$ cat config.mk
export PLATFORM = sky130hd
export DESIGN_NAME = isw_top
export DESIGN_NICKNAME = d
export VERILOG_FILES = /design/src/core/isw_pkg.sv /design/src/core/isw_top.sv
export SDC_FILE = /design/constraint.sdc
export NUM_CORES = 1
export LEC_CHECK = 0
export ABC_AREA = 1
export BUFFER_PORTS_ARGS = -buffer_cell sky130_fd_sc_hd__buf_2
export CORE_MARGIN = 1
export CORE_UTILIZATION = 45
export CTS_CLUSTER_SIZE = 20
export DETAILED_ROUTE_END_ITERATION = 8
export PLACE_DENSITY = 0.75
export SETUP_SLACK_MARGIN = 0.02
export SLEW_MARGIN = 10
export SYNTH_ARGS = -nofsm -noshare
export SYNTH_HDL_FRONTEND = slang
export SYNTH_SLANG_ARGS = --single-unit
$ cat constraint.sdc
create_clock -name clock -period 4.3 [get_ports clock]
set_input_delay 0.645 -clock clock [delete_from_list [all_inputs] [get_ports clock]]
set_output_delay 0.645 -clock clock [all_outputs]
set_load 0.1 [all_outputs]
$ cat src/core/isw_pkg.sv
package isw_pkg;
    // register indices; byte address is four times the index
    localparam logic [7:0] IDX_STATUS = 8'h03;
    localparam logic [7:0] IDX_IRQ_CTRL = 8'h0B;
    localparam logic [7:0] IDX_OPTION = 8'h81;
    localparam int ADDR_W = 10;
    localparam int DATA_W = 32;
    localparam int IDX_LSB = 2;

    // irq_control_reg fields
    localparam int B_GIE = 7;
    localparam int B_TIE = 5;
    localparam int B_EIE = 4;
    localparam int B_PCE = 3;
    localparam int B_TIF = 2;
    localparam int B_EIF = 1;
    localparam int B_PCF = 0;
    localparam logic [7:0] IRQ_CTRL_RST = 8'h00;

    // timer_prescale_config fields
    localparam int B_EDGE = 6;
    localparam int B_PSA = 3;
    localparam int PS_LSB = 0;
    localparam int PS_W = 3;
    localparam logic [7:0] OPTION_RST = 8'hFF;

    // status fields
    localparam int B_TO = 4;
    localparam int B_PD = 3;

    localparam int PC_W = 13;
    localparam logic [12:0] IRQ_VECTOR = 13'h0004;
    localparam int PRE_W = 7;
    localparam int PORT_W = 8;
    localparam int UPPER_W = 4;

    // watchdog period without prescaler
    localparam int WDT_TIMEOUT_NS = 18000000;
    localparam int RC_TICK_NS_DEF = 1000;

    typedef struct packed {
        logic sleep_exec;
        logic wdt_clear;
        logic instr_done;
    } isw_core_req_s;

    typedef struct packed {
        logic push;
        logic load;
        logic [12:0] ret_pc;
        logic [12:0] vector;
    } isw_vec_s;
endpackage

$ cat src/core/isw_top.sv
// Decided for this implementation: the Avalon-MM register port.
`timescale 1ns/1ns
// Summary of operation
// - edge interrupt on rising edge if polarity bit set, else falling edge
// - a valid edge sets the edge flag, bit 1 of irq control
// - edge interrupt is suppressed while its enable, bit 4, is clear
// - edge interrupt wakes from sleep if enabled; global enable picks vector
// - timer rollover from maximum to zero sets timer flag, bit 2
// - timer flag interrupts only while timer enable, bit 5, is set
// - any level change on upper four port pins sets port flag, bit 0
// - port-change interrupt is gated by its own enable bit
// - port pins are compared every cycle, so a change coinciding with a port read is not missed
// - taking an interrupt pushes only the return address
// - watchdog runs from its own oscillator, also during sleep
// - watchdog time-out resets when awake, only wakes when asleep
// - watchdog stays disabled when its configuration fuse is clear
// - nominal 18 ms time-out, prescaler up to 1:128 lengthens it
// - clear instruction and sleep clear watchdog counter and prescaler
// - watchdog time-out clears the time-out status bit
// - sleep clears watchdog, clears power-down, sets time-out, stops oscillator
// - port pins hold their pre-sleep drive state during sleep
// - reset pin in sleep is full reset; other wake-ups continue
// - enabled interrupt wakes regardless of global enable; next instruction runs
// - enabled pending flag at sleep gives immediate wake after sleep
// - every wake-up from sleep clears the watchdog
// - global enable bit 7 passes or blocks all; reset clears it
// - response clears global enable, pushes return address, loads vector
module isw_top #(
    parameter int RC_TICK_NS = isw_pkg::RC_TICK_NS_DEF,
    parameter int WDT_BASE_TICKS = isw_pkg::WDT_TIMEOUT_NS / RC_TICK_NS,
    parameter int CNT_W = 16
) (
    input wire logic clock,
    input wire logic reset_n,
    input wire logic [isw_pkg::ADDR_W-1:0] avs_address,
    input wire logic avs_read,
    input wire logic avs_write,
    input wire logic [isw_pkg::DATA_W-1:0] avs_writedata,
    output logic [isw_pkg::DATA_W-1:0] avs_readdata,
    output logic avs_waitrequest,
    input wire isw_pkg::isw_core_req_s core_req,
    input wire logic [isw_pkg::PC_W-1:0] core_pc,
    input wire logic timer_rollover,
    input wire logic edge_irq_pin,
    input wire logic [isw_pkg::UPPER_W-1:0] upper_port_pins,
    input wire logic watchdog_fuse_enable,
    input wire logic wdt_rc_osc,
    input wire logic [isw_pkg::PORT_W-1:0] core_port_out,
    input wire logic [isw_pkg::PORT_W-1:0] core_port_oe,
    output isw_pkg::isw_vec_s vec_out,
    output logic [isw_pkg::PORT_W-1:0] port_pin_out,
    output logic [isw_pkg::PORT_W-1:0] port_pin_oe,
    output logic sleeping,
    output logic osc_stop,
    output logic wake_pulse,
    output logic wdt_reset_pulse
);

    // ------------------------------------------------------------
    // helpers
    // ------------------------------------------------------------
    // hardware set wins over a software clear
    function automatic logic flag_next(input logic old, input logic set,
            input logic we, input logic wbit);
        logic n;
        n = old;
        if (we) begin
            n = wbit;
        end
        if (set) begin
            n = 1'b1;
        end
        return n;
    endfunction

    function automatic logic [isw_pkg::PRE_W-1:0] pre_mask(
            input logic [isw_pkg::PS_W-1:0] ps);
        logic [isw_pkg::PRE_W:0] one;
        one = {{isw_pkg::PRE_W{1'b0}}, 1'b1};
        return isw_pkg::PRE_W'((one << ps) - 1'b1);
    endfunction

    // ------------------------------------------------------------
    // state
    // ------------------------------------------------------------
    logic [7:0] irq_ctrl_q;
    logic [7:0] option_q;
    logic to_q;
    logic pd_q;
    logic fuse_q;
    logic fuse_caught_q;
    logic sleeping_q;
    logic osc_stop_q;
    logic wake_q;
    logic wdt_reset_q;
    logic [CNT_W-1:0] wdt_cnt_q;
    logic [isw_pkg::PRE_W-1:0] wdt_pre_q;
    logic rc_s1_q, rc_s2_q, rc_prev_q;
    logic edge_s1_q, edge_s2_q, edge_prev_q;
    logic [isw_pkg::UPPER_W-1:0] port_s1_q, port_s2_q, port_prev_q;
    logic [isw_pkg::PORT_W-1:0] port_out_q, port_oe_q;
    isw_pkg::isw_vec_s vec_q;
    logic waitrequest_q;
    logic [isw_pkg::DATA_W-1:0] readdata_q;

    logic [7:0] idx;
    logic bus_req, bus_go, wr_ctrl, wr_opt;
    logic edge_ev, port_ev, rc_tick, pre_carry;
    logic irq_pend, take, sleep_entry, wake_ev, wdt_to, wdt_clr, wdt_run;

    // ------------------------------------------------------------
    // register bus
    // ------------------------------------------------------------
    assign idx = avs_address[isw_pkg::ADDR_W-1:isw_pkg::IDX_LSB];
    assign bus_req = avs_read | avs_write;
    // request is taken on the edge where waitrequest is seen low
    assign bus_go = bus_req & ~waitrequest_q;
    assign wr_ctrl = bus_go & avs_write & (idx == isw_pkg::IDX_IRQ_CTRL);
    assign wr_opt = bus_go & avs_write & (idx == isw_pkg::IDX_OPTION);

    always_ff @(posedge clock or negedge reset_n) begin
        if (!reset_n) begin
            waitrequest_q <= 1'b1;
        end else begin
            waitrequest_q <= ~(bus_req & waitrequest_q);
        end
    end

    // unmapped reads return zero, unmapped writes are dropped
    always_ff @(posedge clock or negedge reset_n) begin
        if (!reset_n) begin
            readdata_q <= '0;
        end else if (avs_read & waitrequest_q) begin
            case (idx)
                isw_pkg::IDX_IRQ_CTRL: readdata_q <= 32'(irq_ctrl_q);
                isw_pkg::IDX_OPTION: readdata_q <= 32'(option_q);
                isw_pkg::IDX_STATUS: begin
                    readdata_q <= '0;
                    readdata_q[isw_pkg::B_TO] <= to_q;
                    readdata_q[isw_pkg::B_PD] <= pd_q;
                end
                default: readdata_q <= '0;
            endcase
        end
    end

    // ------------------------------------------------------------
    // input synchronisers
    // ------------------------------------------------------------
    always_ff @(posedge clock or negedge reset_n) begin
        if (!reset_n) begin
            edge_s1_q <= 1'b0;
            edge_s2_q <= 1'b0;
            edge_prev_q <= 1'b0;
            port_s1_q <= '0;
            port_s2_q <= '0;
            port_prev_q <= '0;
            rc_s1_q <= 1'b0;
            rc_s2_q <= 1'b0;
            rc_prev_q <= 1'b0;
        end else begin
            edge_s1_q <= edge_irq_pin;
            edge_s2_q <= edge_s1_q;
            edge_prev_q <= edge_s2_q;
            port_s1_q <= upper_port_pins;
            port_s2_q <= port_s1_q;
            port_prev_q <= port_s2_q;
            rc_s1_q <= wdt_rc_osc;
            rc_s2_q <= rc_s1_q;
            rc_prev_q <= rc_s2_q;
        end
    end

    assign edge_ev = (edge_s2_q != edge_prev_q)
        & (edge_s2_q == option_q[isw_pkg::B_EDGE]);
    // every cycle compared, so no change is lost to a port read
    assign port_ev = |(port_s2_q ^ port_prev_q);
    assign rc_tick = rc_s2_q & ~rc_prev_q;

    // ------------------------------------------------------------
    // interrupt control
    // ------------------------------------------------------------
    assign irq_pend =
        (irq_ctrl_q[isw_pkg::B_EIF] & irq_ctrl_q[isw_pkg::B_EIE])
        | (irq_ctrl_q[isw_pkg::B_TIF] & irq_ctrl_q[isw_pkg::B_TIE])
        | (irq_ctrl_q[isw_pkg::B_PCF] & irq_ctrl_q[isw_pkg::B_PCE]);
    // responses only at an instruction boundary while awake
    assign take = irq_pend & irq_ctrl_q[isw_pkg::B_GIE]
        & core_req.instr_done & ~sleeping_q & ~sleep_entry;

    always_ff @(posedge clock or negedge reset_n) begin
        if (!reset_n) begin
            irq_ctrl_q <= isw_pkg::IRQ_CTRL_RST;
        end else begin
            if (wr_ctrl) begin
                irq_ctrl_q[7:3] <= avs_writedata[7:3];
            end
            if (take) begin
                irq_ctrl_q[isw_pkg::B_GIE] <= 1'b0;
            end
            irq_ctrl_q[isw_pkg::B_EIF] <= flag_next(
                irq_ctrl_q[isw_pkg::B_EIF], edge_ev, wr_ctrl,
                avs_writedata[isw_pkg::B_EIF]);
            irq_ctrl_q[isw_pkg::B_TIF] <= flag_next(
                irq_ctrl_q[isw_pkg::B_TIF], timer_rollover, wr_ctrl,
                avs_writedata[isw_pkg::B_TIF]);
            irq_ctrl_q[isw_pkg::B_PCF] <= flag_next(
                irq_ctrl_q[isw_pkg::B_PCF], port_ev, wr_ctrl,
                avs_writedata[isw_pkg::B_PCF]);
        end
    end

    always_ff @(posedge clock or negedge reset_n) begin
        if (!reset_n) begin
            option_q <= isw_pkg::OPTION_RST;
        end else if (wr_opt) begin
            option_q <= avs_writedata[7:0];
        end
    end

    // only the return address goes out; no other context is saved
    always_ff @(posedge clock or negedge reset_n) begin
        if (!reset_n) begin
            vec_q <= '0;
        end else begin
            vec_q.push <= take;
            vec_q.load <= take;
            vec_q.vector <= isw_pkg::IRQ_VECTOR;
            if (take) begin
                vec_q.ret_pc <= core_pc;
            end
        end
    end

    // ------------------------------------------------------------
    // sleep and wake
    // ------------------------------------------------------------
    assign sleep_entry = core_req.sleep_exec & ~sleeping_q;
    // a flag already pending wakes on the cycle after entry
    assign wake_ev = sleeping_q & (irq_pend | wdt_to);

    always_ff @(posedge clock or negedge reset_n) begin
        if (!reset_n) begin
            sleeping_q <= 1'b0;
            osc_stop_q <= 1'b0;
            wake_q <= 1'b0;
        end else begin
            wake_q <= wake_ev;
            if (sleep_entry) begin
                sleeping_q <= 1'b1;
                osc_stop_q <= 1'b1;
            end else if (wake_ev) begin
                sleeping_q <= 1'b0;
                osc_stop_q <= 1'b0;
            end
        end
    end

    always_ff @(posedge clock or negedge reset_n) begin
        if (!reset_n) begin
            port_out_q <= '0;
            port_oe_q <= '0;
        end else if (!sleeping_q) begin
            port_out_q <= core_port_out;
            port_oe_q <= core_port_oe;
        end // held while asleep
    end

    // ------------------------------------------------------------
    // watchdog
    // ------------------------------------------------------------
    // fuse is a strap: caught once, on the first edge after release
    always_ff @(posedge clock or negedge reset_n) begin
        if (!reset_n) begin
            fuse_q <= 1'b0;
            fuse_caught_q <= 1'b0;
        end else if (!fuse_caught_q) begin
            fuse_q <= watchdog_fuse_enable;
            fuse_caught_q <= 1'b1;
        end
    end

    assign wdt_run = fuse_q;
    assign wdt_clr = core_req.wdt_clear | sleep_entry | wake_ev;
    assign pre_carry = ~option_q[isw_pkg::B_PSA]
        | (wdt_pre_q >= pre_mask(option_q[isw_pkg::PS_LSB+:isw_pkg::PS_W]));
    // not via wdt_clr: it loops back through wake_ev
    assign wdt_to = wdt_run & rc_tick & pre_carry
        & ~core_req.wdt_clear & ~sleep_entry
        & (wdt_cnt_q == CNT_W'(WDT_BASE_TICKS - 1));

    // prescaler only divides when assigned to the watchdog
    always_ff @(posedge clock or negedge reset_n) begin
        if (!reset_n) begin
            wdt_pre_q <= '0;
        end else if (wdt_clr || !wdt_run || !option_q[isw_pkg::B_PSA]) begin
            wdt_pre_q <= '0;
        end else if (rc_tick) begin
            wdt_pre_q <= pre_carry ? '0 : wdt_pre_q + 1'b1;
        end
    end

    always_ff @(posedge clock or negedge reset_n) begin
        if (!reset_n) begin
            wdt_cnt_q <= '0;
        end else if (wdt_clr || !wdt_run || wdt_to) begin
            wdt_cnt_q <= '0;
        end else if (rc_tick && pre_carry) begin
            wdt_cnt_q <= wdt_cnt_q + 1'b1;
        end
    end

    always_ff @(posedge clock or negedge reset_n) begin
        if (!reset_n) begin
            wdt_reset_q <= 1'b0;
        end else begin
            wdt_reset_q <= wdt_to & ~sleeping_q;
        end
    end

    // power-up leaves both status bits set
    always_ff @(posedge clock or negedge reset_n) begin
        if (!reset_n) begin
            to_q <= 1'b1;
            pd_q <= 1'b1;
        end else if (wdt_to) begin
            to_q <= 1'b0;
        end else if (sleep_entry) begin
            to_q <= 1'b1;
            pd_q <= 1'b0;
        end else if (core_req.wdt_clear) begin
            to_q <= 1'b1;
            pd_q <= 1'b1;
        end
    end

    // ------------------------------------------------------------
    // outputs
    // ------------------------------------------------------------
    assign avs_readdata = readdata_q;
    assign avs_waitrequest = waitrequest_q;
    assign vec_out = vec_q;
    assign port_pin_out = port_out_q;
    assign port_pin_oe = port_oe_q;
    assign sleeping = sleeping_q;
    assign osc_stop = osc_stop_q;
    assign wake_pulse = wake_q;
    assign wdt_reset_pulse = wdt_reset_q;
endmodule // isw_top

== Yosys cells after proc, flatten, opt, wreduce, memory -nomap -nowiden ==
Cells that the tools add are included.

* Register bits: 127
* Bits of input ports: 86
* Output and inout port bits: 81
* Word-level logic and storage cells: 117

* Add/sub/neg operators: 3
* Order comparisons: 1
* Eq/ne operators: 6
* Shifts and indexed selects: 1
* Muxes and demuxes: 20
* Bitwise logic cells: 39
* Reduce and logical (&&, ||, !) cells: 17

{| class="wikitable"
|+ Operator list
! cell !! number
|-
| $mux W16 || 2
|-
| $pmux W8 S3 || 1
|-
| $and A1 B1 Y1 || 23
|-
| $mux W7 || 3
|-
| $add A16 B1 Y16 const B || 1
|-
| $eq A16 B15 Y1 const B || 1
|-
| $reduce_bool A2 Y1 || 8
|-
| $mux W1 || 13
|-
| $eq A8 B2 Y1 const B || 1
|-
| $eq A8 B4 Y1 const B || 1
|-
| $eq A8 B8 Y1 const B || 1
|-
| $not A1 Y1 || 8
|-
| $add A7 B1 Y7 const B || 1
|-
| $ge A7 B7 Y1 || 1
|-
| $or A1 B1 Y1 || 7
|-
| $shl A1 B3 Y7 const A || 1
|-
| $sub A7 B1 Y7 const B || 1
|-
| $mux W5 || 1
|-
| $reduce_or A4 Y1 || 1
|-
| $xor A4 B4 Y4 || 1
|-
| $logic_or A1 B1 Y1 || 3
|-
| $reduce_bool A3 Y1 || 1
|-
| $logic_not A1 Y1 || 2
|-
| $reduce_and A2 Y1 || 1
|-
| 3 further kinds || 3
|}

== Longest topological paths before layout ==
Gate-level depths: netlist of run 1.

* Word-level depth: 14
* Gate-level depth with buffers: 15
* Mapped depth without buffers: 15

== Worst setup path after synthesis of run 1 ==
No wires, ideal clock.

* Path kind: register to register
* Start: register osc_stop (netlist name)
* End: register wdt_cnt_q[3]
* Setup time: 0.120 ns
* Arrival time: 1.933 ns
* Required time: 4.180 ns
* Setup slack: 2.247 ns
* Stages on the path, launching flop included: 9
* Path buffers: 1
* Clock period less this slack: 2.053 ns
* Path through: dfrtp_1 nor2_1 nor2_1 nand2_1 inv_2 o211ai_4 buf_6 a21oi_1 nor2_2

{| class="wikitable"
|+ RTL lines
! element !! RTL line !! source
|-
| to (signal assigned) || isw_top.sv:309 || <nowiki>wdt_cnt_q <= wdt_cnt_q + 1'b1;</nowiki>
|-
| to (decl) || isw_top.sv:96 || <nowiki>logic [CNT_W-1:0] wdt_cnt_q;</nowiki>
|}

==> results of run 1 <==
[kinds of logic (layout without fill, tap and decap cells)]
logic type	Yosys count	after routing	synth area share [%]
AOI/OAI and AO/OA	55	55	6.85
xor gates and xnor gates	10	10	1.74
adders and majority gates	9	9	2.23
buffers and inverters	100	172	11.0
DFF	103	103	51.4
muxes	2	2	0.422
other	2	37	0.149
and+or+nand+nor	308	308	26.2
[power groups by stage]
stage / combinational, mW / sequential, mW / clock, mW
after CTS: 1.05 / 1.13 / 0.584
final: 1.04 / 1.13 / 0.570
after detailed placement: 1.05 / 1.15 / 0
after global placement: 1.04 / 1.14 / 0
after global routing: 1.09 / 1.14 / 0.618
after floorplan: 0.311 / 1.74 / 0
[cells in the mapped netlist (4+ instances only)]
cell	instances
buf_4	39
ha_1	9
clkbuf_1	4
buf_6	4
o21ai_1	9
xor2_1	7
dfrtp_1	92
a21oi_1	18
o2111ai_1	5
o21ai_0	11
dfstp_2	11
nor3_2	4
o21bai_1	4
nand2_2	6
nand3_1	16
nand2_1	199
inv_1	43
nor2_2	8
inv_2	7
nor2_1	55
[worst register-to-register path: cells and delay by family, from the launching register on]
kind	cells	cell delay [ns]
simple gates	1	0.11
compound gates	2	0.83
buf+inv	2	0.90
flops	1	0.84
[stage by stage]
step	cell area (um^2)	setup WS (ns)
after floorplan	5170	2.25
after global placement	5520	1.66
after detailed placement	5520	1.55
after CTS	5700	1.52
after global routing	5700	1.16
final	5700	1.51
[metal layers]
metal | up-vias | track usage [%] | part of all wire (%)
li1 | 1968 | - | -
met1 | 1810 | 25.4 | 45
met2 | 134 | 31.0 | 48
met3 | 11 | 2.85 | 4.7
met4 | 0 | 8.22 | 1.4
met5 | - | 0 | 0
[worst paths after layout]
kind	from	end	slack, ns	cells past startpoint
setup / recovery	osc_stop	wdt_cnt_q[1]	1.51	5
hold / removal	port_s1_q[1]	port_s2_q[1]	0.36	0
setup reg to reg	osc_stop	wdt_cnt_q[1]	1.51	5
hold reg to reg	port_s1_q[1]	port_s2_q[1]	0.36	0
max in group asynchronous	reset_n	option_q[0]	2.92	2
min in group asynchronous	reset_n	port_pin_out[3]	0.40	1
[flip-flops by register name (all words and copies together), names as in the netlist, 4 cells and up]
name          cells
option_q          8
port_pin_out      8
port_s1_q         4
wdt_pre_q         7
port_s2_q         4
avs_readdata      8
wdt_cnt_q        16
port_prev_q       4
irq_ctrl_q        8
port_pin_oe       8
vec_out          15
[layout make-up]
cell class	count	area [um^2]
timing repair buffer	105	531
clock buffer	11	141
clock inverter	5	41.3
tap	140	175
sequential	103	2590
fill	1031	5190
inverter	51	194
multi-input combinational	421	2030
[placed cells by master (no fill, tap or decap), types with 4 or more instances in the layout]
cell,count
o21ai_1,9
dfrtp_1,92
o21bai_1,4
nand2_2,6
o21ai_0,11
inv_1,43
clkbuf_8,10
inv_2,7
nand3_1,16
o2111ai_1,5
conb_1,37
dfstp_2,11
a21oi_1,18
buf_2,103
nor2_2,8
nor3_2,4
ha_1,9
xor2_1,7
nor2_1,55
nand2_1,199
==> metrics, run 1 <==
run status complete, no violations; total grt overflow 0; area growth from synthesis to layout 13.0%; gate count after technology mapping 589; share of flip-flops with an asynchronous set or reset 100%; Post-route DRC 0; fraction of final layout cells with drive strength greater than 1 24.1%; Post-CTS Setup Repair Bufs 0; Yosys top cell by area dfrtp_1; Syn. warnings 0; max-slew violation count 0; maximum level of the CTS H-tree 3; post-synth design cell area 5040 um^2; count of endpoints failing setup in the final report 0; relative slew slack 38.7%; Post-DRT Antenna Nets 0; clock tree from TritonCTS built; reported net switching power 1.31 mW; number of endpoints with negative hold slack in the final report 0; count of flip-flops with a built-in enable after synthesis 0; Synth Area per Inst 8.56 um^2; detailed-placement wirelength estimate 7.27 mm; routed vias/inst 4.69; startpoint-to-endpoint class of the critical path reg2reg; crit-path max FO 24; total wirelength of the detailed-routed design 9.99 mm; Total Routing Usage GR 19.1%; Bufs and invs on worst path 2; design internal power 1.43 mW; setup repair after global routing missed its margin no; number of nets in the final layout 786; Port Buf Inserts 104; placed cell count 820; Ports 167; # diodes 0; power density of the placed cells 481 nW/um^2; number of buffers on the longest clock path 2; share of Yosys cell area claimed by the top area cell type 45.6%; Least-Margin Pin Slew 0.920 ns; period utilization 64.8%; clock tree sinks 103; clock group share of total power 20.8%; worst hold slack 0.356 ns; most common cell type on the critical path inv_1; Seq cells post-synth 103; maximum single-stage delay on the critical path 0.84 ns; Clock Latency Late Sink 0.37 ns; kind of start point of the critical path flop; initial antenna violation count 0; Hold WC Path Type reg2reg; maximum number of pins on one net before global-route repair 76; Switching Fraction 47.9%; peak supply drop 601 uV; total die area 11600 um^2; count of maximum capacitance violations 0; register clock-pin slew on the reported worst setup and hold paths 0.10 ns; drt wl/cell 11.9 um; fraction of the yosys area taken by sequential cells 51.4%; Critical Path Sink Type flop; sequence of cells on the critical path inv_1 > o211ai_4 > inv_1 > nand2_1 > o21ai_0; power share of the combinational group 38.0%; final setup skew 0.00874 ns; crit path DAT 3.04 ns; Critical Path RT 4.55 ns; Sum Neg Setup Slack 0 ns; weighted congestion reported at the end of routability-driven placement 0.878; share of the core filled with cells in the final layout 52.4%; kind of cell adding the most delay to the critical path buffers and inverters; cell at the root of the clock tree clkbuf_8; die height 108 um; placement row count 38; flip-flop cell with the highest count after synthesis dfrtp_1; effective utilization at floorplan 46.3%; Layout Cells excl Fill 836; floorplan die width 108 um; global-route wire length before repair 17.5 mm; Slowest-stage cell, CP dfrtp_1; shortest clock period the worst path allows after layout 2.79 ns; area inside the core boundary 10900 um^2; number of buffers created by CTS 9; number of global-route vias before repair 3815; total iterations of the first detailed-routing run 5; total via count after detailed routing 3923; proportion of power drawn by flip-flops and latches 41.2%; Cell variety after synth 43; fmax 359 MHz; static leakage 3.01 nW; CTS resizes 0; count of hold buffers inserted by post-cts repair 0; largest cells by area after synthesis dfrtp_1, nand2_1, buf_4, dfstp_2, nor2_1; Power, Total 2.74 mW; drt initial violations 285
Power figures use the tool's default switching activity.
==> run 2, diff against run 1 <==
- clock period: 4.3 -> 2.6 ns (I/O delays scaled with it)
==> metrics, run 2 (synthesis gave the netlist of run 1 again) <==
run status finished with violations; failing checks hold timing; register clock-pin slew on the reported worst setup and hold paths 0.11 ns; post-placement setup slack 0.296 ns; final setup skew 0.0149 ns; Sum Neg Setup Slack 0 ns; worst hold slack -0.00629 ns; placed cell count 823; Largest register FFs 16; number of endpoints with negative hold slack in the final report 10; count of endpoints failing setup in the final report 0; weighted congestion reported at the end of routability-driven placement 0.832; placement row count 38; number of nets in the final layout 789; Total Routing Usage GR 18.6%; area inside the core boundary 10900 um^2; total wirelength of the detailed-routed design 10.0 mm; # diodes 0; Post-CTS Setup Repair Bufs 0; most frequent cells in the layout nand2_1, buf_2, dfrtp_1, nor2_1, inv_1; maximum single-stage delay on the critical path 0.59 ns; number of buffers on the longest clock path 2; total grt overflow 0; setup repair after global routing missed its margin no; drt initial violations 185; total die area 11600 um^2; crit-path max FO 23; period utilization 88.0%; most flop-heavy register wdt_cnt_q; global-route wire length before repair 17.1 mm; Layout Cells excl Fill 839; startpoint-to-endpoint class of the critical path reg2reg; Power, Total 4.61 mW; cell at the root of the clock tree clkbuf_8; Post-DRT Antenna Nets 0; Post-route DRC 0; static leakage 3.04 nW; relative slew slack 50.8%; number of global-route vias before repair 3905; kind of start point of the critical path flop; peak supply drop 1090 uV; worst setup slack after layout 0.312 ns; crit path DAT 2.59 ns; effective utilization at floorplan 46.3%; leading cell type in the layout, fill and taps excluded nand2_1; detailed-placement wirelength estimate 7.53 mm; maximum number of pins on one net before global-route repair 45; shortest clock period the worst path allows after layout 2.29 ns; Critical Path RT 2.90 ns; Least-Margin Pin Slew 0.735 ns; area growth from synthesis to layout 14.2%; max-slew violation count 0; floorplan die width 108 um; Port Buf Inserts 104; Ports 167; most common cell type on the critical path nand2_1; die height 108 um; total via count after detailed routing 3948; power density of the placed cells 801 nW/um^2; total iterations of the first detailed-routing run 4; fill count 985; initial antenna violation count 1; drt wl/cell 11.9 um; Slowest-stage cell, CP dfstp_2; maximum level of the CTS H-tree 3; sequence of cells on the critical path nand3_1 > ha_1 > nand2_1 > nor2_1 > nand2_1 > nand2_2 > nand2_4 > o211ai_4 > nand2_1 > nand2_1 > nand2_1 > nor2_1; Critical Path Sink Type flop; number of buffers created by CTS 9; Clock Latency Late Sink 0.38 ns; Bufs and invs on worst path 0; fmax 437 MHz; count of maximum capacitance violations 0; clock tree from TritonCTS built; fraction of final layout cells with drive strength greater than 1 24.7%; routed vias/inst 4.71; kind of cell adding the most delay to the critical path simple AND/OR/NAND/NOR gates; Hold WC Path Type in2async; clock tree sinks 103
## run 2: repair_timing
item	CTS	global route
hold buffers	0	0
resized for setup	0	1
endpoints found under the setup margin	0	1
hold endpoints to repair	0	0
## run 2: worst reg2reg max path: cells and delay by family (launching register included)
| kind | cells | cell delay [ns] |
|---|---|---|
| flops | 1 | 0.59 |
| compound gates | 1 | 0.31 |
| simple gates | 10 | 1.04 |
| fa+ha+maj | 1 | 0.30 |
## run 2: per-stage QoR
| step | hold slack, ns | cell area (um^2) | utilization (%) |
|---|---|---|---|
| 4_1_cts | 0.00724 | 5760 | 52.9 |
| 3_5_place_dp | 0.337 | 5550 | 51.0 |
| 5_1_grt | 0.0295 | 5760 | 52.9 |
| 3_3_place_gp | 0.333 | 5550 | 51.0 |
| 6_report | -0.00629 | 5760 | 52.9 |
| 2_1_floorplan | 0.0944 | 5170 | - |
## run 2: worst paths after layout
kind                         startpoint               to  slack, ns  depth (start not counted)
max                         option_q[2]    wdt_cnt_q[12]       0.31                         12
min                             reset_n  port_pin_out[3]     -0.006                          1
max reg2reg                 option_q[2]    wdt_cnt_q[12]       0.31                         12
min reg2reg                port_s1_q[2]     port_s2_q[2]       0.36                          0
max in group asynchronous       reset_n          rc_s2_q       1.94                          2
min in group clock         edge_irq_pin        edge_s1_q       0.11                          1
## run 2: cell type report
| class | count | area, um^2 | area share (%) |
|---|---|---|---|
| Clock buffer | 9 | 124 | 2.15 |
| Multi-Input combinational cell | 421 | 2030 | 35.2 |
| Sequential cell | 103 | 2590 | 45.0 |
| Tap cell | 140 | 175 | 3.04 |
| Clock inverter | 7 | 81.3 | 1.41 |
| Inverter | 51 | 194 | 3.37 |
| Timing Repair Buffer | 108 | 566 | 9.82 |
## run 2: metal layers
metal | routed length (um) | GRT usage (%) | share of wire (%) | vias up
met5 | 0 | 0 | 0 | -
met4 | 193 | 7.44 | 1.9 | 0
met3 | 500 | 4.18 | 5.0 | 17
met2 | 4800 | 31.9 | 48 | 110
met1 | 4520 | 22.7 | 45 | 1835
li1 | - | - | - | 1986
## run 2: power by group
part	internal [mW]	leakage, nW	switching, mW
sequential	1.77	1.30	0.0915
combinational	0.222	1.64	1.53
clock	0.388	0.104	0.618
total	2.38	3.04	2.24
